--- config.mk ---
export PLATFORM = sky130hd
export DESIGN_NAME = wlrc_cmd_decoder
export DESIGN_NICKNAME = d
export VERILOG_FILES = /design/src/wlrc_pkg.sv /design/src/wlrc_cmd_decoder.sv
export VERILOG_INCLUDE_DIRS = /design/src
export SDC_FILE = /design/constraint.sdc
export NUM_CORES = 1
export LEC_CHECK = 0
export BUFFER_PORTS_ARGS = -buffer_cell sky130_fd_sc_hd__buf_2
export CORE_MARGIN = 2
export CORE_UTILIZATION = 56
export CTS_CLUSTER_DIAMETER = 80
export DETAILED_ROUTE_END_ITERATION = 6
export PLACE_DENSITY = 0.87
export SKIP_LAST_GASP = 1
export SLEW_MARGIN = 10
export SYNTH_ARGS = -nofsm -noshare
export SYNTH_HDL_FRONTEND = slang
export SYNTH_SLANG_ARGS = --single-unit
--- constraint.sdc ---
create_clock -name ref_clk -period 3.66 [get_ports ref_clk]
set_input_delay 0.549 -clock ref_clk [delete_from_list [all_inputs] [get_ports ref_clk]]
set_output_delay 0.549 -clock ref_clk [all_outputs]
set_load 0.03 [all_outputs]
--- src/wlrc_map.svh ---
// Opcodes, register indices, field positions and reset values
// Assumes inclusion by bare name from the decoder and its bench
`ifndef WLRC_MAP_SVH
`define WLRC_MAP_SVH

// ****************************************
// Opcodes
// ****************************************
`define OP_SET_LATCH 8'h06
`define OP_CLR_LATCH 8'h04
`define OP_WR_STATUS 8'h01
`define OP_RD_SR1 8'h05
`define OP_RD_SR2 8'h07
`define OP_RD_CR1 8'h35
`define OP_RD_CR2 8'h3F
`define OP_RD_CR4 8'h45
`define OP_RD_CR5 8'h5E
`define OP_WR_ANY 8'h71
`define OP_RD_ANY 8'h65

// ****************************************
// Register address decode
// ****************************************
`define ADDR_VOL_PAGE 8'h07
`define ADDR_NV_PAGE 8'h00
`define ADDR_MID 8'h00
`define ADDR_LAST_BYTE 2'h2
`define IDX_SR1 3'h0
`define IDX_SR2 3'h1
`define IDX_CR1 3'h2
`define IDX_CR2 3'h3
`define IDX_CR4 3'h5
`define IDX_CR5 3'h6

// ****************************************
// Fields and defaults
// ****************************************
`define SR1_WIP_BIT 0
`define SR1_WEL_BIT 1
`define SR1_SWD_BIT 7
`define SR1_WR_MASK 8'hFC
`define SR2_CRC_SUSPEND_FLAG_BIT 0
`define SR2_CRC_ABORT_FLAG_BIT 1
`define CR5_RLC_LO_BIT 0
`define CR5_RLC_HI_BIT 1
`define SR1_DEF 8'h00
`define CR1_DEF 8'h00
`define CR2_DEF 8'h00
`define CR4_DEF 8'h00
`define CR5_DEF 8'h00
`define BITS_PER_BYTE 4'h8

`endif

--- src/wlrc_pkg.sv ---
// Types shared by the latch and register command decoder
// Assumes the map header supplies every number
package wlrc_pkg;

    // ****************************************
    // Frame states
    // ****************************************
    typedef enum logic [5:0] {
        ST_OPCODE = 6'b00_0001,
        ST_ADDR = 6'b00_0010,
        ST_DUMMY = 6'b00_0100,
        ST_DATA_IN = 6'b00_1000,
        ST_DATA_OUT = 6'b01_0000,
        ST_IGNORE = 6'b10_0000
    } wlrc_state_e;

    // ****************************************
    // Serial pin bundle
    // ****************************************
    typedef struct packed {
        logic sclk;
        logic csN;
        logic wpN;
        logic [3:0] io;
    } wlrc_pins_s;

    typedef logic [7:0] wlrc_byte_t;

endpackage : wlrc_pkg

--- src/wlrc_cmd_decoder.sv ---
// Latch and register command decoder of a serial memory
// Assumes serial pins arrive asynchronous to ref_clk, far slower
`timescale 1ns/1ps
`include "wlrc_map.svh"

module wlrc_cmd_decoder (
    // Clock and resets
    input wire logic ref_clk,
    input wire logic arst_n,
    input wire logic swReset,
    // Serial pins
    input wire logic sclk,
    input wire logic csN,
    input wire logic wpN,
    input wire logic [3:0] ioIn,
    output logic [3:0] ioOut,
    output logic [3:0] ioOe,
    // Protocol mode
    input wire logic dualProtocolMode,
    input wire logic quadProtocolMode,
    // Embedded operation status
    input wire logic writeInProgressFlag,
    input wire logic crcSuspendFlag,
    input wire logic crcAbortFlag,
    // Register view
    output logic [7:0] statusRegOne,
    output logic writeLatchBit
);

    // ****************************************
    // Functions
    // ****************************************
    function automatic logic [3:0] addrDecode(input logic [23:0] a);
        logic pageOk;
        pageOk = (a[23:16] == `ADDR_VOL_PAGE) ||
            (a[23:16] == `ADDR_NV_PAGE);
        addrDecode = {pageOk && (a[15:8] == `ADDR_MID) &&
            (a[7:0] <= {5'h0_0, `IDX_CR5}), a[2:0]};
    endfunction : addrDecode

    function automatic logic canWrite(input logic [2:0] idx);
        canWrite = (idx == `IDX_SR1) || (idx == `IDX_CR1) ||
            (idx == `IDX_CR2) || (idx == `IDX_CR4) ||
            (idx == `IDX_CR5);
    endfunction : canWrite

    function automatic logic [7:0] wrMerge(input logic [2:0] idx,
            input logic [7:0] old, input logic [7:0] val);
        if (idx == `IDX_SR1) begin
            wrMerge = (val & `SR1_WR_MASK) | (old & ~`SR1_WR_MASK);
        end else begin
            wrMerge = val;
        end
    endfunction : wrMerge

    function automatic logic [7:0] regDefault(input logic [2:0] idx);
        case (idx)
            `IDX_SR1: regDefault = `SR1_DEF;
            `IDX_CR1: regDefault = `CR1_DEF;
            `IDX_CR2: regDefault = `CR2_DEF;
            `IDX_CR4: regDefault = `CR4_DEF;
            `IDX_CR5: regDefault = `CR5_DEF;
            default: regDefault = 8'h00;
        endcase
    endfunction : regDefault

    // ****************************************
    // Pin synchronisers and edge detection
    // ****************************************
    wlrc_pkg::wlrc_pins_s pinsRaw;
    wlrc_pkg::wlrc_pins_s syncA_q;
    wlrc_pkg::wlrc_pins_s syncB_q;
    wlrc_pkg::wlrc_pins_s last_q;
    logic sclkRise;
    logic sclkFall;
    logic csRise;
    logic csFall;

    // Idle levels after reset, so no false clock edge opens a frame
    localparam wlrc_pkg::wlrc_pins_s pinsIdle = '{sclk: 1'b0, csN: 1'b1,
        wpN: 1'b1, io: 4'h0};

    assign pinsRaw = {sclk, csN, wpN, ioIn};

    always_ff @(posedge ref_clk or negedge arst_n) begin
        if (!arst_n) begin
            syncA_q <= pinsIdle;
            syncB_q <= pinsIdle;
            last_q <= pinsIdle;
        end else begin
            syncA_q <= pinsRaw;
            syncB_q <= syncA_q;
            last_q <= syncB_q;
        end
    end

    // Clock edges only count inside a frame
    assign sclkRise = syncB_q.sclk & ~last_q.sclk & ~syncB_q.csN;
    assign sclkFall = ~syncB_q.sclk & last_q.sclk & ~syncB_q.csN;
    assign csRise = syncB_q.csN & ~last_q.csN;
    assign csFall = ~syncB_q.csN & last_q.csN;

    // ****************************************
    // Register storage
    // ****************************************
    logic [7:0] vol_q [0:6];
    logic [7:0] vol_d [0:6];
    logic [7:0] nv_q [0:6];
    logic [7:0] nv_d [0:6];
    logic [7:0] sr1View;
    logic [7:0] sr2View;
    logic [1:0] rlc;
    logic locked;

    always_comb begin
        sr1View = vol_q[`IDX_SR1];
        sr1View[`SR1_WIP_BIT] = writeInProgressFlag;
        // Flags are live; meaningless while busy, host must wait
        sr2View = 8'h00;
        sr2View[`SR2_CRC_SUSPEND_FLAG_BIT] = crcSuspendFlag;
        sr2View[`SR2_CRC_ABORT_FLAG_BIT] = crcAbortFlag;
    end

    assign rlc = {vol_q[`IDX_CR5][`CR5_RLC_HI_BIT],
        vol_q[`IDX_CR5][`CR5_RLC_LO_BIT]};
    assign locked = vol_q[`IDX_SR1][`SR1_SWD_BIT] &
        ~syncB_q.wpN;

    function automatic logic [7:0] regRead(input logic [2:0] idx,
            input logic ok, input logic [7:0] s1,
            input logic [7:0] s2, input logic [7:0] c1,
            input logic [7:0] c2, input logic [7:0] c4,
            input logic [7:0] c5);
        regRead = 8'h00;
        if (ok) begin
            case (idx)
                `IDX_SR1: regRead = s1;
                `IDX_SR2: regRead = s2;
                `IDX_CR1: regRead = c1;
                `IDX_CR2: regRead = c2;
                `IDX_CR4: regRead = c4;
                `IDX_CR5: regRead = c5;
                default: regRead = 8'h00;
            endcase
        end
    endfunction : regRead

    // ****************************************
    // Frame state
    // ****************************************
    wlrc_pkg::wlrc_state_e state_q;
    wlrc_pkg::wlrc_state_e state_d;
    logic [7:0] shift_q, shift_d, shN;
    logic [3:0] bitCnt_q, bitCnt_d, laneW;
    logic [1:0] byteCnt_q, byteCnt_d;
    logic [1:0] dumCnt_q, dumCnt_d;
    logic [7:0] opcode_q, opcode_d;
    logic opDone_q, opDone_d;
    logic [23:0] addr_q, addr_d, addrNew;
    logic [7:0] dataByte_q, dataByte_d;
    logic dataDone_q, dataDone_d;
    logic [2:0] rdIdx_q, rdIdx_d, selIdx;
    logic rdOk_q, rdOk_d, selOk;
    logic [7:0] outSh_q, outSh_d;
    logic [3:0] ioOut_q, ioOut_d;
    logic [3:0] ioOe_q, ioOe_d;
    logic goRead;
    logic loadOut;
    logic byteEnd;

    // Only single data rate; quad wins if both modes are set
    assign laneW = quadProtocolMode ? 4'h4 :
        (dualProtocolMode ? 4'h2 : 4'h1);
    assign shN = quadProtocolMode ? {shift_q[3:0], syncB_q.io} :
        (dualProtocolMode ? {shift_q[5:0], syncB_q.io[1:0]} :
        {shift_q[6:0], syncB_q.io[0]});
    assign byteEnd = sclkRise &&
        ((bitCnt_q + laneW) == `BITS_PER_BYTE);
    assign addrNew = {addr_q[15:0], shN};

    always_comb begin
        state_d = state_q;
        shift_d = shift_q;
        bitCnt_d = bitCnt_q;
        byteCnt_d = byteCnt_q;
        dumCnt_d = dumCnt_q;
        opcode_d = opcode_q;
        opDone_d = opDone_q;
        addr_d = addr_q;
        dataByte_d = dataByte_q;
        dataDone_d = dataDone_q;
        rdIdx_d = rdIdx_q;
        rdOk_d = rdOk_q;
        outSh_d = outSh_q;
        ioOut_d = ioOut_q;
        ioOe_d = ioOe_q;
        selIdx = rdIdx_q;
        selOk = rdOk_q;
        goRead = 1'b0;
        loadOut = 1'b0;
        if (csFall) begin
            state_d = wlrc_pkg::ST_OPCODE;
            bitCnt_d = 4'h0;
            byteCnt_d = 2'h0;
            dumCnt_d = 2'h0;
            opDone_d = 1'b0;
            dataDone_d = 1'b0;
            ioOe_d = 4'h0;
        end else if (syncB_q.csN) begin
            ioOe_d = 4'h0;
        end else if (sclkRise) begin
            bitCnt_d = byteEnd ? 4'h0 : bitCnt_q + laneW;
            shift_d = shN;
            unique case (state_q)
                wlrc_pkg::ST_OPCODE: begin
                    if (byteEnd) begin
                        opcode_d = shN;
                        opDone_d = 1'b1;
                        // Latch opcodes: any further clocks ignored
                        state_d = wlrc_pkg::ST_IGNORE;
                        selOk = 1'b1;
                        case (shN)
                            `OP_WR_STATUS: begin
                                state_d = wlrc_pkg::ST_DATA_IN;
                            end
                            `OP_WR_ANY, `OP_RD_ANY: begin
                                state_d = wlrc_pkg::ST_ADDR;
                            end
                            `OP_RD_SR1: begin
                                selIdx = `IDX_SR1;
                                goRead = 1'b1;
                            end
                            `OP_RD_SR2: begin
                                selIdx = `IDX_SR2;
                                goRead = 1'b1;
                            end
                            `OP_RD_CR1: begin
                                selIdx = `IDX_CR1;
                                goRead = 1'b1;
                            end
                            `OP_RD_CR2: begin
                                selIdx = `IDX_CR2;
                                goRead = 1'b1;
                            end
                            `OP_RD_CR4: begin
                                selIdx = `IDX_CR4;
                                goRead = 1'b1;
                            end
                            `OP_RD_CR5: begin
                                selIdx = `IDX_CR5;
                                goRead = 1'b1;
                            end
                            default: begin
                            end
                        endcase
                    end
                end
                wlrc_pkg::ST_ADDR: begin
                    if (byteEnd) begin
                        addr_d = addrNew;
                        byteCnt_d = byteCnt_q + 2'h1;
                        if (byteCnt_q == `ADDR_LAST_BYTE) begin
                            if (opcode_q == `OP_WR_ANY) begin
                                state_d = wlrc_pkg::ST_DATA_IN;
                            end else begin
                                {selOk, selIdx} = addrDecode(addrNew);
                                goRead = 1'b1;
                            end
                        end
                    end
                end
                wlrc_pkg::ST_DATA_IN: begin
                    // Only the first byte counts; later ones dropped
                    if (byteEnd && !dataDone_q) begin
                        dataByte_d = shN;
                        dataDone_d = 1'b1;
                    end
                end
                wlrc_pkg::ST_DUMMY: begin
                    bitCnt_d = 4'h0;
                    dumCnt_d = dumCnt_q + 2'h1;
                    if ((dumCnt_q + 2'h1) == rlc) begin
                        state_d = wlrc_pkg::ST_DATA_OUT;
                        loadOut = 1'b1;
                    end
                end
                wlrc_pkg::ST_DATA_OUT: begin
                    loadOut = byteEnd;
                end
                wlrc_pkg::ST_IGNORE: begin
                end
            endcase
            if (goRead) begin
                rdIdx_d = selIdx;
                rdOk_d = selOk;
                dumCnt_d = 2'h0;
                if (rlc == 2'h0) begin
                    state_d = wlrc_pkg::ST_DATA_OUT;
                    loadOut = 1'b1;
                end else begin
                    state_d = wlrc_pkg::ST_DUMMY;
                end
            end
            // Reading past the byte repeats the same register
            if (loadOut) begin
                outSh_d = regRead(selIdx, selOk, sr1View, sr2View,
                    vol_q[`IDX_CR1], vol_q[`IDX_CR2],
                    vol_q[`IDX_CR4], vol_q[`IDX_CR5]);
            end
        end else if (sclkFall &&
                state_q == wlrc_pkg::ST_DATA_OUT) begin
            if (quadProtocolMode) begin
                ioOut_d = outSh_q[7:4];
                ioOe_d = 4'hF;
                outSh_d = {outSh_q[3:0], 4'h0};
            end else if (dualProtocolMode) begin
                ioOut_d = {2'h0, outSh_q[7:6]};
                ioOe_d = 4'h3;
                outSh_d = {outSh_q[5:0], 2'h0};
            end else begin
                ioOut_d = {2'h0, outSh_q[7], 1'b0};
                ioOe_d = 4'h2;
                outSh_d = {outSh_q[6:0], 1'b0};
            end
        end
    end

    always_ff @(posedge ref_clk or negedge arst_n) begin
        if (!arst_n) begin
            state_q <= wlrc_pkg::ST_IGNORE;
            shift_q <= 8'h00;
            bitCnt_q <= 4'h0;
            byteCnt_q <= 2'h0;
            dumCnt_q <= 2'h0;
            opcode_q <= 8'h00;
            opDone_q <= 1'b0;
            addr_q <= 24'h00_0000;
            dataByte_q <= 8'h00;
            dataDone_q <= 1'b0;
            rdIdx_q <= 3'h0;
            rdOk_q <= 1'b0;
            outSh_q <= 8'h00;
            ioOut_q <= 4'h0;
            ioOe_q <= 4'h0;
        end else begin
            state_q <= state_d;
            shift_q <= shift_d;
            bitCnt_q <= bitCnt_d;
            byteCnt_q <= byteCnt_d;
            dumCnt_q <= dumCnt_d;
            opcode_q <= opcode_d;
            opDone_q <= opDone_d;
            addr_q <= addr_d;
            dataByte_q <= dataByte_d;
            dataDone_q <= dataDone_d;
            rdIdx_q <= rdIdx_d;
            rdOk_q <= rdOk_d;
            outSh_q <= outSh_d;
            ioOut_q <= ioOut_d;
            ioOe_q <= ioOe_d;
        end
    end

    // ****************************************
    // Register update at frame end and on soft reset
    // ****************************************
    logic [3:0] wrHit;
    logic writeOk;

    assign wrHit = addrDecode(addr_q);
    assign writeOk = dataDone_q && !locked &&
        vol_q[`IDX_SR1][`SR1_WEL_BIT];

    always_comb begin
        vol_d = vol_q;
        nv_d = nv_q;
        if (swReset) begin
            // Reset event reloads volatile copies from stored values
            vol_d = nv_q;
            vol_d[`IDX_SR1][`SR1_WEL_BIT] = 1'b0;
        end else if (csRise && opDone_q) begin
            case (opcode_q)
                `OP_SET_LATCH: begin
                    vol_d[`IDX_SR1][`SR1_WEL_BIT] = 1'b1;
                end
                `OP_CLR_LATCH: begin
                    if (!writeInProgressFlag) begin
                        vol_d[`IDX_SR1][`SR1_WEL_BIT] = 1'b0;
                    end
                end
                `OP_WR_STATUS: begin
                    if (writeOk) begin
                        vol_d[`IDX_SR1] = wrMerge(`IDX_SR1,
                            vol_q[`IDX_SR1], dataByte_q);
                        nv_d[`IDX_SR1] = wrMerge(`IDX_SR1,
                            nv_q[`IDX_SR1], dataByte_q);
                    end
                    vol_d[`IDX_SR1][`SR1_WEL_BIT] = 1'b0;
                end
                `OP_WR_ANY: begin
                    if (writeOk && wrHit[3] && canWrite(wrHit[2:0])) begin
                        vol_d[wrHit[2:0]] = wrMerge(wrHit[2:0],
                            vol_q[wrHit[2:0]], dataByte_q);
                        if (addr_q[23:16] == `ADDR_NV_PAGE) begin
                            nv_d[wrHit[2:0]] = wrMerge(wrHit[2:0],
                                nv_q[wrHit[2:0]], dataByte_q);
                        end
                    end
                    vol_d[`IDX_SR1][`SR1_WEL_BIT] = 1'b0;
                end
                default: begin
                end
            endcase
        end
    end

    // Power-on reset stands in for factory values of both copies
    always_ff @(posedge ref_clk or negedge arst_n) begin
        if (!arst_n) begin
            for (int i = 0; i < 7; i++) begin
                vol_q[i] <= regDefault(3'(i));
                nv_q[i] <= regDefault(3'(i));
            end
        end else begin
            vol_q <= vol_d;
            nv_q <= nv_d;
        end
    end

    assign ioOut = ioOut_q;
    assign ioOe = ioOe_q;
    assign statusRegOne = vol_q[`IDX_SR1];
    assign writeLatchBit = vol_q[`IDX_SR1][`SR1_WEL_BIT];

endmodule : wlrc_cmd_decoder

# Word level (Yosys, flattened, before mapping)
# Cells that the tools add are included.
[totals]
ff_bits = 211
input_bits = 15
output_inout_bits = 17
word_cells = 301
[op_classes]
n_addsub = 3
n_lt_le_gt_ge = 4
eq_ne = 46
muxes = 123
n_bitwise = 20
n_reduce_logical = 65
[ops]
columns = ["operator", "n"]
rows = [
  ["$mux W56", 5],
  ["$mux W8", 22],
  ["$bwmux W56", 2],
  ["$mux W6", 9],
  ["$bmux W8 S3", 2],
  ["$eq A8 B3 Y1 const B", 6],
  ["$mux W48", 1],
  ["$pmux W8 S6", 1],
  ["$mux W4", 11],
  ["$eq A8 B7 Y1 const B", 5],
  ["$mux W1", 34],
  ["$or A8 B2 Y8", 4],
  ["$mux W2", 15],
  ["$reduce_and A4 Y1", 7],
  ["$demux W8 S3", 1],
  ["$logic_not A8 Y1", 3],
  ["$mux W3", 8],
  ["$pmux W6 S2", 2],
  ["$reduce_bool A2 Y1", 11],
  ["$ne A4 B4 Y1 const B", 5],
  ["$reduce_and A5 Y1", 4],
  ["$pmux W3 S6", 1],
  ["$pmux W6 S3", 1],
  ["$eq A8 B1 Y1 const B", 2],
  ["other kinds (43)", 99],
]

# Longest topological paths before layout
# Gate-level depths: netlist of the first run.
[logic_depth]
depth_word = 16
depth_mapped = 18
ltp_nobuf = 14

# Worst setup path before layout of the first run
# No wires, ideal clock.
[synth_path]
path_type = "input-to-reg"
start = "in dualProtocolMode"
end = "reg outSh_q[4]"
setup_time_ps = 125
t_arrival_ps = 3987
t_required_ps = 3535
setup_slack_ps = -451
cell_stages = 16
path_buffers = 4
cell_sequence = "buf_6 buf_6 nor2_1 ha_1 inv_1 fa_1 xor2_1 nand4b_1 or3_1 clkbuf_1 o21a_1 or4_1 clkbuf_1 a221o_1 a311oi_1 nor2_1"
[synth_via]
elab_chain_cells = 16
word_cells_on_any_way = 61
cone_classes = "1 x add/sub; 1 x order compare; 13 x eq/ne; 41 x mux; 5 x reduce/logical"
[synth_rtl]
columns = ["element", "line", "text"]
rows = [
  ["start: declaration", "wlrc_cmd_decoder.sv:19", "input wire logic dualProtocolMode,"],
  ["$mux W2 / $mux W8 (equally long branches)", "wlrc_cmd_decoder.sv:173, wlrc_cmd_decoder.sv:175", ""],
  ["$mux W3 / $mux W8 (equally long branches)", "wlrc_cmd_decoder.sv:172, wlrc_cmd_decoder.sv:174", ""],
  ["$add A4 B3 Y4 (tied with other cells)", "wlrc_cmd_decoder.sv:178", "((bitCnt_q + laneW) == `BITS_PER_BYTE);"],
  ["$eq A4 B4 Y1 (no line) / $reduce_or A6 Y1 (equally long branches)", "-", ""],
  ["$logic_and A1 B1 Y1 / $mux W1 (equally long branches)", "wlrc_cmd_decoder.sv:177, wlrc_cmd_decoder.sv:222", ""],
  ["$mux W1, on equally long branches", "wlrc_cmd_decoder.sv:259, wlrc_cmd_decoder.sv:216", ""],
  ["$pmux W1 S2", "wlrc_cmd_decoder.sv:214", "unique case (state_q)"],
  ["$mux W1", "wlrc_cmd_decoder.sv:211", "end else if (sclkRise) begin"],
  ["$mux W1", "wlrc_cmd_decoder.sv:209", "end else if (syncB_q.csN) begin"],
  ["$mux W1", "wlrc_cmd_decoder.sv:201", "if (csFall) begin"],
  ["$mux W1", "wlrc_cmd_decoder.sv:293", "if (goRead) begin"],
  ["$mux W1", "wlrc_cmd_decoder.sv:211", ""],
  ["$mux W1", "wlrc_cmd_decoder.sv:209", ""],
  ["$mux W1", "wlrc_cmd_decoder.sv:201", ""],
  ["$ne A2 B1 Y1 (no line)", "-", ""],
  ["$reduce_and A4 Y1 (no line)", "-", ""],
  ["end signal: assignment", "wlrc_cmd_decoder.sv:358", "outSh_q <= outSh_d;"],
  ["end: declaration", "wlrc_cmd_decoder.sv:164", "logic [7:0] outSh_q, outSh_d;"],
]
# Several ways; a longest one is shown, not always the timed one. The select of a mux whose other input is x is not followed.
# A chain may end at the register's enable or synchronous reset.

# Worst setup path in the final report of the first run
[layout_path]
start = "reg bitCnt_q[0]"
end = "reg outSh_q[7]"
[layout_via]
elab_chain_cells = 14
word_cells_on_any_way = 39
cone_classes = "1 x add/sub; 7 x eq/ne; 28 x mux; 3 x reduce/logical"
[layout_rtl]
columns = ["element", "line", "text"]
rows = [
  ["start: declaration", "wlrc_cmd_decoder.sv:154", "logic [3:0] bitCnt_q, bitCnt_d, laneW;"],
  ["start signal: assignment", "wlrc_cmd_decoder.sv:348", "bitCnt_q <= bitCnt_d;"],
  ["$add A4 B3 Y4 (*)", "wlrc_cmd_decoder.sv:178", ""],
  ["$eq A4 B4 Y1 (no line) (*)", "-", ""],
  ["$logic_and A1 B1 Y1 (*)", "wlrc_cmd_decoder.sv:177", "assign byteEnd = sclkRise &&"],
  ["$mux W1, on equally long branches", "wlrc_cmd_decoder.sv:259, wlrc_cmd_decoder.sv:216", ""],
  ["$pmux W1 S2", "wlrc_cmd_decoder.sv:214", ""],
  ["$mux W1", "wlrc_cmd_decoder.sv:211", ""],
  ["$mux W1", "wlrc_cmd_decoder.sv:209", ""],
  ["$mux W1", "wlrc_cmd_decoder.sv:201", ""],
  ["$mux W1", "wlrc_cmd_decoder.sv:293", ""],
  ["$mux W1", "wlrc_cmd_decoder.sv:211", ""],
  ["$mux W1", "wlrc_cmd_decoder.sv:209", ""],
  ["$mux W1", "wlrc_cmd_decoder.sv:201", ""],
  ["$ne A2 B1 Y1 (no line)", "-", ""],
  ["$reduce_and A4 Y1 (no line)", "-", ""],
]
# Every way passes the cells marked *; elsewhere a longest branch is shown, timed or not. The select of a mux whose other input is x is not followed.

==> results of run 1 <==
-- metal layers --
| layer | vias up | part of all wire |
|---|---|---|
| li1 | 3379 | - |
| met1 | 3632 | 0.40 |
| met2 | 455 | 0.45 |
| met3 | 94 | 0.097 |
| met4 | 0 | 0.045 |
| met5 | - | 0 |
-- logic make-up (layout without fill, tap and decap cells) --
kind of cell,Yosys count,after routing
muxes,70,70
adders and majority gates,5,5
buffers and inverters,76,147
xor gates and xnor gates,6,6
DFF,178,178
AOI/OAI and AO/OA,246,246
and+or+nand+nor,333,333
-- critical path, cell delays in order, from the launching register on --
cell	delay, ps
dfrtp_1	390
ha_2	210
inv_2	50
fa_2	530
nand4b_1	210
or3_4	470
o21a_1	210
or4_4	560
buf_12	160
a221o_1	270
a311oi_1	270
nor2_1	80
-- area by class of cell --
| cell class | instances | area [µm²] |
|---|---|---|
| Clock buffer | 18 | 439 |
| Clock inverter | 14 | 164 |
| Fill cell | 1150 | 5060 |
| Inverter | 14 | 52.6 |
| Multi-Input combinational cell | 660 | 4140 |
| Sequential cell | 178 | 4460 |
| Tap cell | 211 | 264 |
| Timing Repair Buffer | 101 | 737 |
-- per-stage QoR --
stage               instance area, µm²  TNS, ps  utilization
finish                           10300        0        0.670
global route                     10300    -16.2        0.670
CTS                              10200        0        0.663
detailed placement                9550    -1590        0.624
global placement                  9550    -1110        0.624
floorplan                         8930    -1710            -
-- power by group --
| group | internal, mW | total [mW] | switching (mW) |
|---|---|---|---|
| Combinational | 0.164 | 0.415 | 0.251 |
| Sequential | 2.02 | 2.07 | 0.0572 |
| Clock | 0.992 | 1.85 | 0.856 |
-- sequential cells by signal, indices dropped and copies added (netlist names), 2 cells and up --
signal,cells
nv_q,40
vol_q,30
addr_q,24
dataByte_q,8
opcode_q,8
outSh_q,8
statusRegOne,8
shift_q,7
syncA_q,7
syncB_q,7
state_q,6
bitCnt_q,4
ioOut,4
ioOe,3
rdIdx_q,3
byteCnt_q,2
dumCnt_q,2
last_q,2
rlc,2
-- how the worst max path moves through the flow --
stage	end	slack, ps	cells after the start
floorplan	outSh_q[4]	-260	16
global placement	outSh_q[7]	-180	13
detailed placement	outSh_q[5]	-220	13
CTS	outSh_q[7]	130	11
global route	outSh_q[6]	-10	13
finish	outSh_q[7]	110	11
-- timing repair --
| action | in CTS | in global routing |
|---|---|---|
| hold endpoints to repair | 0 | 0 |
| setup endpoints to repair | 0 | 8 |
| buffers inserted | 0 | 4 |
| resized for setup | 0 | 10 |
-- cell usage after synthesis (all sizes together) (3+ instances only) --
library cell and number:
buf 22, xnor2 3, nand2 131, a21boi 3, a21o 7, o21a 6
mux2 46, mux2i 24, nand3 21, or4 6, a311o 5, a31oi 5
or3 5, nand2b 8, inv 14, o211ai 3, nor3b 9, a311oi 7
o21ai 103, nor2 77, dfrtp 172, nand3b 7, xor2 3, a221o 6
and2 6, nor3 13, clkbuf 40, or2 3, a21oi 66, nor4 10
dfstp 6, nor2b 10, a41o 7, and3 4, ha 4, or4b 3
nand4 3, a22oi 4, o22ai 6, a211oi 4, and3b 4, and4 6
==> reports/metrics.yaml, run 1 <==
status:
  status: "finished clean"
timing:
  tightest_slew_ps: 715
  fin_crit_sh: 0.969
  setup_viol: 0
  relSlewSlack: 0.520
  rsz0062_at_grt: "true"
  clock.fmax_mhz: 282
  post-route-min-period_ps: 3550
  hold_violations: 0
  slew_viol_final: 0
  holdWs_ps: 133
  timing.final.ws_setup_ps: 113
  skew_ps: 14.5
finish:
  drive_gt1_frac: 0.221
  insertedDiodeCount: 0
  layoutNonFillerInstCount: 1196
  syn_to_final_growth_pct: 15.8
  final_common_cell: "dfrtp_1"
  fin_nets: 992
  final_cell_mix: "dfrtp_1, nand2_1, o21ai_0"
global_route:
  grtUsageMet3: 0.0701
  grt_pass1_wl_um: 37900
  gr-total-overflow: 0
  grt_pass1_vias: 7180
  grt_max_degree: 76
  gr-usage-met1: 0.404
  antenna_found_initial: 1
  grt.met2_usage: 0.444
  grt.total_usage: 0.295
  top_usage_layer: "met2"
clock_tree:
  cts_tree: "done"
  cts_buffer_depth: 2
  root_buffer: "clkbuf_16"
  postCtsHoldBufs: 0
  cts.sinks: 178
  clock_latency_ps: 450
  htreeDepth: 4
  clk_pin_slew_worst_paths_ps: 70
  numCtsBuffers: 17
logic_synthesis:
  synth-xor-area-share: 0.00593
  synth_cell_types: 76
  synth-adder-area-share: 0.00791
  synthTopCellsByArea: "dfrtp_1, o21ai_0, nand2_1"
  synth-edff-count: 0
  synth_compound_area_frac: 0.169
  netlist_area_um2: 8860
  synth_top_family_by_area: "simple AND/OR/NAND/NOR gates"
  syn_nets: 934
  yosys_register_bits: 178
  syn_area_per_cell_um2: 9.69
  yosys_warnings: 0
  async_reset_ff_frac: 1.00
  synth-simple-area-share: 0.185
  synth_top_area_frac: 0.486
  synth-main-ff-cell: "dfrtp_1"
  synthMuxAreaShare: 0.0883
  synth-seq-area-share: 0.504
  synth_top_area_cell: "dfrtp_1"
  synthCells: 914
critical_path:
  critPathLaunch: "bitCnt_q[0]"
  worst_r2r_endpoint: "outSh_q[7]"
  worstSetupStartpointType: "register"
  reg2regPathDepth: 11
  reg2reg_from: "bitCnt_q[0]"
  arrival_ps: 3860
  cp_max_fo: 12
  end_kind: "register"
  r2r_slack_ps: 110
  crit_type: "reg -> reg"
  required_ps: 3980
routing:
  drt-initial-drc-count: 974
  drc: 0
  via_count: 7560
  drt_wl_total_um: 23600
  wl_per_cell_um: 19.7
  drt-pass1-iter-count: 6
  antenna_left: 0
  via_per_inst: 6.32
pwr:
  vdd_drop_max_v: 0.000347
  powerDensity_nw_per_um2: 423
  power_mw: 4.33
  leakage_nw: 4.61
placed_design:
  portBuffers: 31
  place_ws_ps: -222
  place_congestion: 0.945
  placedCellCount: 1160
  place_hpwl_um: 16400
die:
  core_area_um2: 15300
  fp-row-count: 45
  die_w_um: 130
  die-height_um: 130
  die_area_um2: 16800
  pin_count: 32
  start_util: 0.578
min_path:
  hp-class: "in -> async"
flow_run:
  drv_cap: 0
(Power assumes the default switching activity.)
==> run 2: changes to the inputs <==
- CORE_MARGIN: 2 -> default
==> reports/metrics.yaml, run 2 (same netlist as run 1, synthesis figures left out) <==
timing:
  hold_violations: 0  # unchanged
  skew_ps: 10.8  # -3.71 ps
  setup_viol: 0  # unchanged
  relSlewSlack: 0.456  # -0.0638
  clock.fmax_mhz: 283  # +0.53%
  timing.final.ws_setup_ps: 132  # +18.6 ps
  fin_crit_sh: 0.964  # -0.00509
  post-route-min-period_ps: 3530  # -18.6 ps
  tightest_slew_ps: 816  # +101 ps
  slew_viol_final: 0  # unchanged
routing:
  via_per_inst: 6.21  # -1.7%
  via_count: 7330  # -3.0%
  wl_met1_um: 9590  # +0.55%
  wl_met3_um: 1940  # -15%
  top_layer: "met4"
  drt-pass1-iter-count: 7  # +1
  drt_wl_total_um: 22700  # -4.0%
  wl_per_cell_um: 19.2  # -2.7%
  drc: 0  # unchanged
  drt-initial-drc-count: 842  # -14%
  antenna_left: 0  # unchanged
  met2_length_um: 10400  # -3.2%
die:
  core_area_um2: 15300  # unchanged
  die_area_um2: 16300  # -3.1%
  start_util: 0.578  # unchanged
  fp-row-count: 45  # unchanged
  die_w_um: 128  # -1.5%
  die-height_um: 128  # -1.5%
  pin_count: 32  # unchanged
placed_design:
  postPlaceCellArea_um2: 9460  # -0.94%
  place_congestion: 0.937  # -0.76%
  portBuffers: 31  # unchanged
  place_hpwl_um: 15800  # -3.5%
  place_ws_ps: -229  # -6.71 ps
  placedCellCount: 1148  # -1.0%
critical_path:
  worstPathCellList: "ha_2, inv_2, fa_2, nand4b_1, buf_4, nor4_4, nor3b_1, a221o_1, or2_4, and4_1, a311o_1, a311oi_2, nor2_1"
  arrival_ps: 3850  # about the same
  worstSetupStartpointType: "register"
  cp_max_fo: 7  # -5
  cpMaxStageDelayCell: "fa_2"
  required_ps: 3980  # about the same
  crit_type: "reg -> reg"
  worst_r2r_endpoint: "outSh_q[4]"
  r2r_slack_ps: 130  # +20 ps
  reg2regPathDepth: 13  # +2
  reg2reg_from: "bitCnt_q[0]"
  critPathMaxStageDelay_ps: 530  # -30 ps
  end_kind: "register"
clock_tree:
  clock_latency_ps: 440  # about the same
  htreeDepth: 4  # unchanged
  cts_buffer_depth: 2  # unchanged
  cts_tree: "done"
  clk_pin_slew_worst_paths_ps: 70  # about the same
  root_buffer: "clkbuf_16"
  numCtsBuffers: 17  # unchanged
  post_cts_buffers: 0  # unchanged
  cts.sinks: 178  # unchanged
finish:
  regMostFlops: "nv_q"
  insertedDiodeCount: 0  # unchanged
  layoutNonFillerInstCount: 1180  # -1.3%
  final_cell_mix: "dfrtp_1, nand2_1, o21ai_0"
  fin_nets: 976  # -1.6%
  syn_to_final_growth_pct: 13.8
  largest_reg_flops: 40  # unchanged
  reg_top3: "nv_q x40, vol_q x30, addr_q x24"
  fillCellCount: 1190  # +3.5%
  drive_gt1_frac: 0.207  # -0.0139
  final_area_um2: 10100  # -1.8%
  final_common_cell: "dfrtp_1"
  final_util: 0.658  # -0.0119
global_route:
  grt.total_usage: 0.291  # -0.00441
  gr-total-overflow: 0  # unchanged
  grt_max_degree: 90  # +18%
  grt_pass1_wl_um: 36100  # -4.7%
  antenna_found_initial: 0  # -1
  grt_pass1_vias: 6919  # -3.6%
min_path:
  hp-class: "in -> async"
pwr:
  power_mw: 4.23  # -2.5%
  powerDensity_nw_per_um2: 419  # -0.75%
  leakage_nw: 4.51  # -2.2%
  vdd_drop_max_v: 0.000396  # +14%
status:
  status: "finished clean"
flow_run:
  drv_cap: 0  # unchanged
run 2: layout make-up:
class	count	area (µm²)	area share
sequential	178	4460	0.443
timing repair buffer	85	604	0.0600
inverter	14	52.6	0.00522
tap	211	264	0.0262
multi-input combinational	660	4140	0.410
clock buffer	18	439	0.0436
clock inverter	14	119	0.0118
run 2: worst max-delay path by stage:
stage | from | slack [ps] | cells past startpoint | endpoint
after floorplan | dualProtocolMode | -260 | 16 | outSh_q[4]
after global placement | quadProtocolMode | -110 | 15 | outSh_q[6]
after detailed placement | quadProtocolMode | -230 | 16 | outSh_q[6]
after CTS | bitCnt_q[0] | 120 | 14 | outSh_q[4]
after global routing | bitCnt_q[0] | -60 | 15 | outSh_q[6]
final | bitCnt_q[0] | 130 | 13 | outSh_q[4]
run 2: what timing repair did:
action | CTS | global route
endpoints found under the setup margin | 0 | 8
hold buffers | 0 | 0
resized for setup | 0 | 9
run 2: power by group:
group	switching (mW)	internal (mW)	total (mW)	leakage, nW
registers	0.0554	2.02	2.07	2.36
clock network	0.838	0.911	1.75	0.275
logic	0.250	0.156	0.406	1.88
run 2: critical path, delay by kind of cell (launching register included):
| family | cells | cell delay [ps] |
|---|---|---|
| and+or+nand+nor | 6 | 1090 |
| AOI/OAI and AO/OA | 3 | 910 |
| adders and majority gates | 2 | 740 |
| DFF | 1 | 400 |
| buffers and inverters | 2 | 260 |
run 2: metrics by stage:
step / hold slack (ps) / TNS (ps)
floorplan: 253 / -1710
finish: 202 / 0
detailed placement: 336 / -1610
CTS: 203 / 0
global placement: 336 / -637
global route: 200 / -267
run 2: metal layers:
metal  vias up  global-route usage
li1       3359                   -
met1      3557               0.400
met2       354               0.448
met3        60              0.0601
met4         0               0.126
met5         -                   0
==> run 3: changes to the inputs <==
--- a/config.mk
+++ b/config.mk
@@ -8,4 +8,5 @@
 export LEC_CHECK = 0
 export BUFFER_PORTS_ARGS = -buffer_cell sky130_fd_sc_hd__buf_2
+export CORE_ASPECT_RATIO = 0.7
 export CORE_UTILIZATION = 56
 export CTS_CLUSTER_DIAMETER = 80
==> constraint.sdc (replaced) <==
create_clock -name ref_clk -period 3.66 [get_ports ref_clk]
set_input_delay 0.549 -clock ref_clk [delete_from_list [all_inputs] [get_ports ref_clk]]
set_output_delay 0.549 -clock ref_clk [all_outputs]
set_load 0.1 [all_outputs]
==> reports/metrics.yaml, run 3 (same netlist as run 1, synthesis figures left out) <==
die:
  die-height_um: 107  # -16%
  die_area_um2: 16300  # about the same
  fp-row-count: 38  # -16%
  pin_count: 32  # unchanged
  start_util: 0.573  # -0.00515
  die_w_um: 152  # +19%
  core_area_um2: 15500  # +0.90%
global_route:
  grt.total_usage: 0.311  # +0.0203
  antenna_found_initial: 0  # unchanged
  gr-total-overflow: 0  # unchanged
  grt_pass1_wl_um: 38600  # +7.0%
  grt_pass1_vias: 7361  # +6.4%
  grt_max_degree: 86  # -4.4%
placed_design:
  portBuffers: 31  # unchanged
  place_congestion: 0.968  # +3.3%
  postPlaceCellArea_um2: 9670  # +2.2%
  place_hpwl_um: 16900  # +7.0%
pwr:
  vdd_drop_max_v: 0.000301  # -24%
  switching_share: 0.286  # +0.0151
  comb_power_share: 0.106  # +0.010
  power_mw: 4.36  # +3.1%
  powerDensity_nw_per_um2: 423  # +0.88%
  power.internal_mw: 3.11  # +0.94%
  power_frac_clock: 0.419  # +0.005
  pwr-share-seq: 0.475  # -0.015
  netSwitchingPower_mw: 1.24  # +8.8%
  leakage_nw: 4.66  # +3.2%
critical_path:
  reg2regPathDepth: 17  # +4
  r2r_slack_ps: 130  # about the same
  cp_max_fo: 10  # +3
  arrival_ps: 3840  # about the same
  worst_r2r_endpoint: "outSh_q[5]"
  critPathCapture: "outSh_q[5]"
  reg2reg_from: "bitCnt_q[0]"
  crit_type: "reg -> reg"
  critPathLaunch: "bitCnt_q[0]"
  end_kind: "register"
  required_ps: 3980  # about the same
  worstSetupStartpointType: "register"
clock_tree:
  numCtsBuffers: 17  # unchanged
  htreeDepth: 4  # unchanged
  postCtsHoldBufs: 0  # unchanged
  root_buffer: "clkbuf_16"
  clock_latency_ps: 440  # about the same
  cts.sinks: 178  # unchanged
  cts_tree: "done"
  clk_pin_slew_worst_paths_ps: 70  # about the same
  cts_buffer_depth: 2  # unchanged
routing:
  wl_per_cell_um: 20.1  # +4.5%
  via_count: 7462  # +1.8%
  antenna_left: 0  # unchanged
  drt-pass1-iter-count: 7  # unchanged
  drt_wl_total_um: 24000  # +5.9%
  via_per_inst: 6.24  # +0.44%
  drt-initial-drc-count: 829  # -1.5%
  drc: 4  # +4
timing:
  fin_crit_sh: 0.964  # about the same
  clock.fmax_mhz: 284  # about the same
  slew_viol_final: 0  # unchanged
  tightest_slew_ps: 776  # -40.7 ps
  holdWs_ps: 157  # -44.8 ps
  setup_viol: 0  # unchanged
  rsz0062_at_grt: "true"
  relSlewSlack: 0.483  # +0.0271
  skew_ps: 11.1  # +0.278 ps
  hold_violations: 0  # unchanged
  post-route-min-period_ps: 3530  # -0.750 ps
finish:
  final_common_cell: "dfrtp_1"
  final_area_um2: 10300  # +2.2%
  reg_top3: "nv_q x40, vol_q x30, addr_q x24"
  drive_gt1_frac: 0.222  # +0.0145
  final_util: 0.666  # +0.00831
  syn_to_final_growth_pct: 16.2
  final_cell_mix: "dfrtp_1, nand2_1, o21ai_0"
  fin_nets: 1003  # +2.8%
  fillCellCount: 1190  # unchanged
  regMostFlops: "nv_q"
  largest_reg_flops: 40  # unchanged
  insertedDiodeCount: 0  # unchanged
status:
  violations: "design-rule violations"
  status: "finished with violations"
min_path:
  hp-class: "in -> async"
flow_run:
  drv_cap: 0  # unchanged
run 3: worst min-delay path by stage:
stage / end / cells after the start / slack [ps]
floorplan: addr_q[0] / 0 / 250
global placement: syncB_q[3] / 0 / 330
detailed placement: syncB_q[0] / 0 / 330
CTS: syncA_q[6] / 1 / 190
global route: syncA_q[4] / 1 / 190
finish: bitCnt_q[1] / 1 / 160
run 3: metal layers:
metal,share of wire,up-vias,wire length [µm],track usage
met4,0.022,0,531,0.119
met3,0.10,49,2420,0.0869
li1,-,3403,-,-
met2,0.44,337,10600,0.467
met1,0.43,3673,10400,0.430
met5,0,-,0,0
run 3: critical path, stage by stage, from the launching register on:
cell and delay [ps]:
dfrtp_1 380, ha_2 190, inv_2 40, fa_2 350, xor2_2 170, nand4b_1 120, buf_4 180, nor3_4 150
buf_4 150, and2_1 180, nor3b_1 230, buf_4 160, nor4_2 50, buf_4 180, a41o_1 200, a311o_1 290
a311oi_1 300, nor2_1 70
run 3: layout make-up:
| cell class | instances | area, µm² | share of cell area |
|---|---|---|---|
| clock buffer | 18 | 429 | 0.0417 |
| tap | 200 | 250 | 0.0243 |
| inverter | 14 | 52.6 | 0.00510 |
| clock inverter | 14 | 158 | 0.0153 |
| sequential | 178 | 4460 | 0.433 |
| timing repair buffer | 112 | 832 | 0.0808 |
| multi-input combinational | 660 | 4110 | 0.399 |
run 3: per-stage QoR:
stage / setup WS (ps) / setup TNS, ps / std cells
floorplan: -255 / -1710 / 914
global placement: -284 / -1950 / 1163
detailed placement: -450 / -3100 / 1163
CTS: 37.8 / 0 / 1195
global route: -40.2 / -51.4 / 1196
finish: 133 / 0 / 1196
run 3: repair_timing:
item,CTS,global route
endpoints found under the setup margin,2,8
resized for setup,1,3
buffers inserted,0,1
pin swaps,0,1
run 3: power by group through the flow:
stage	registers [mW]	logic, mW	clock network [mW]
after CTS	2.07	0.451	1.84
after floorplan	2.08	0.271	0
after global placement	2.10	0.435	0
final	2.07	0.462	1.82
after global routing	2.07	0.500	1.92
after detailed placement	2.10	0.448	0
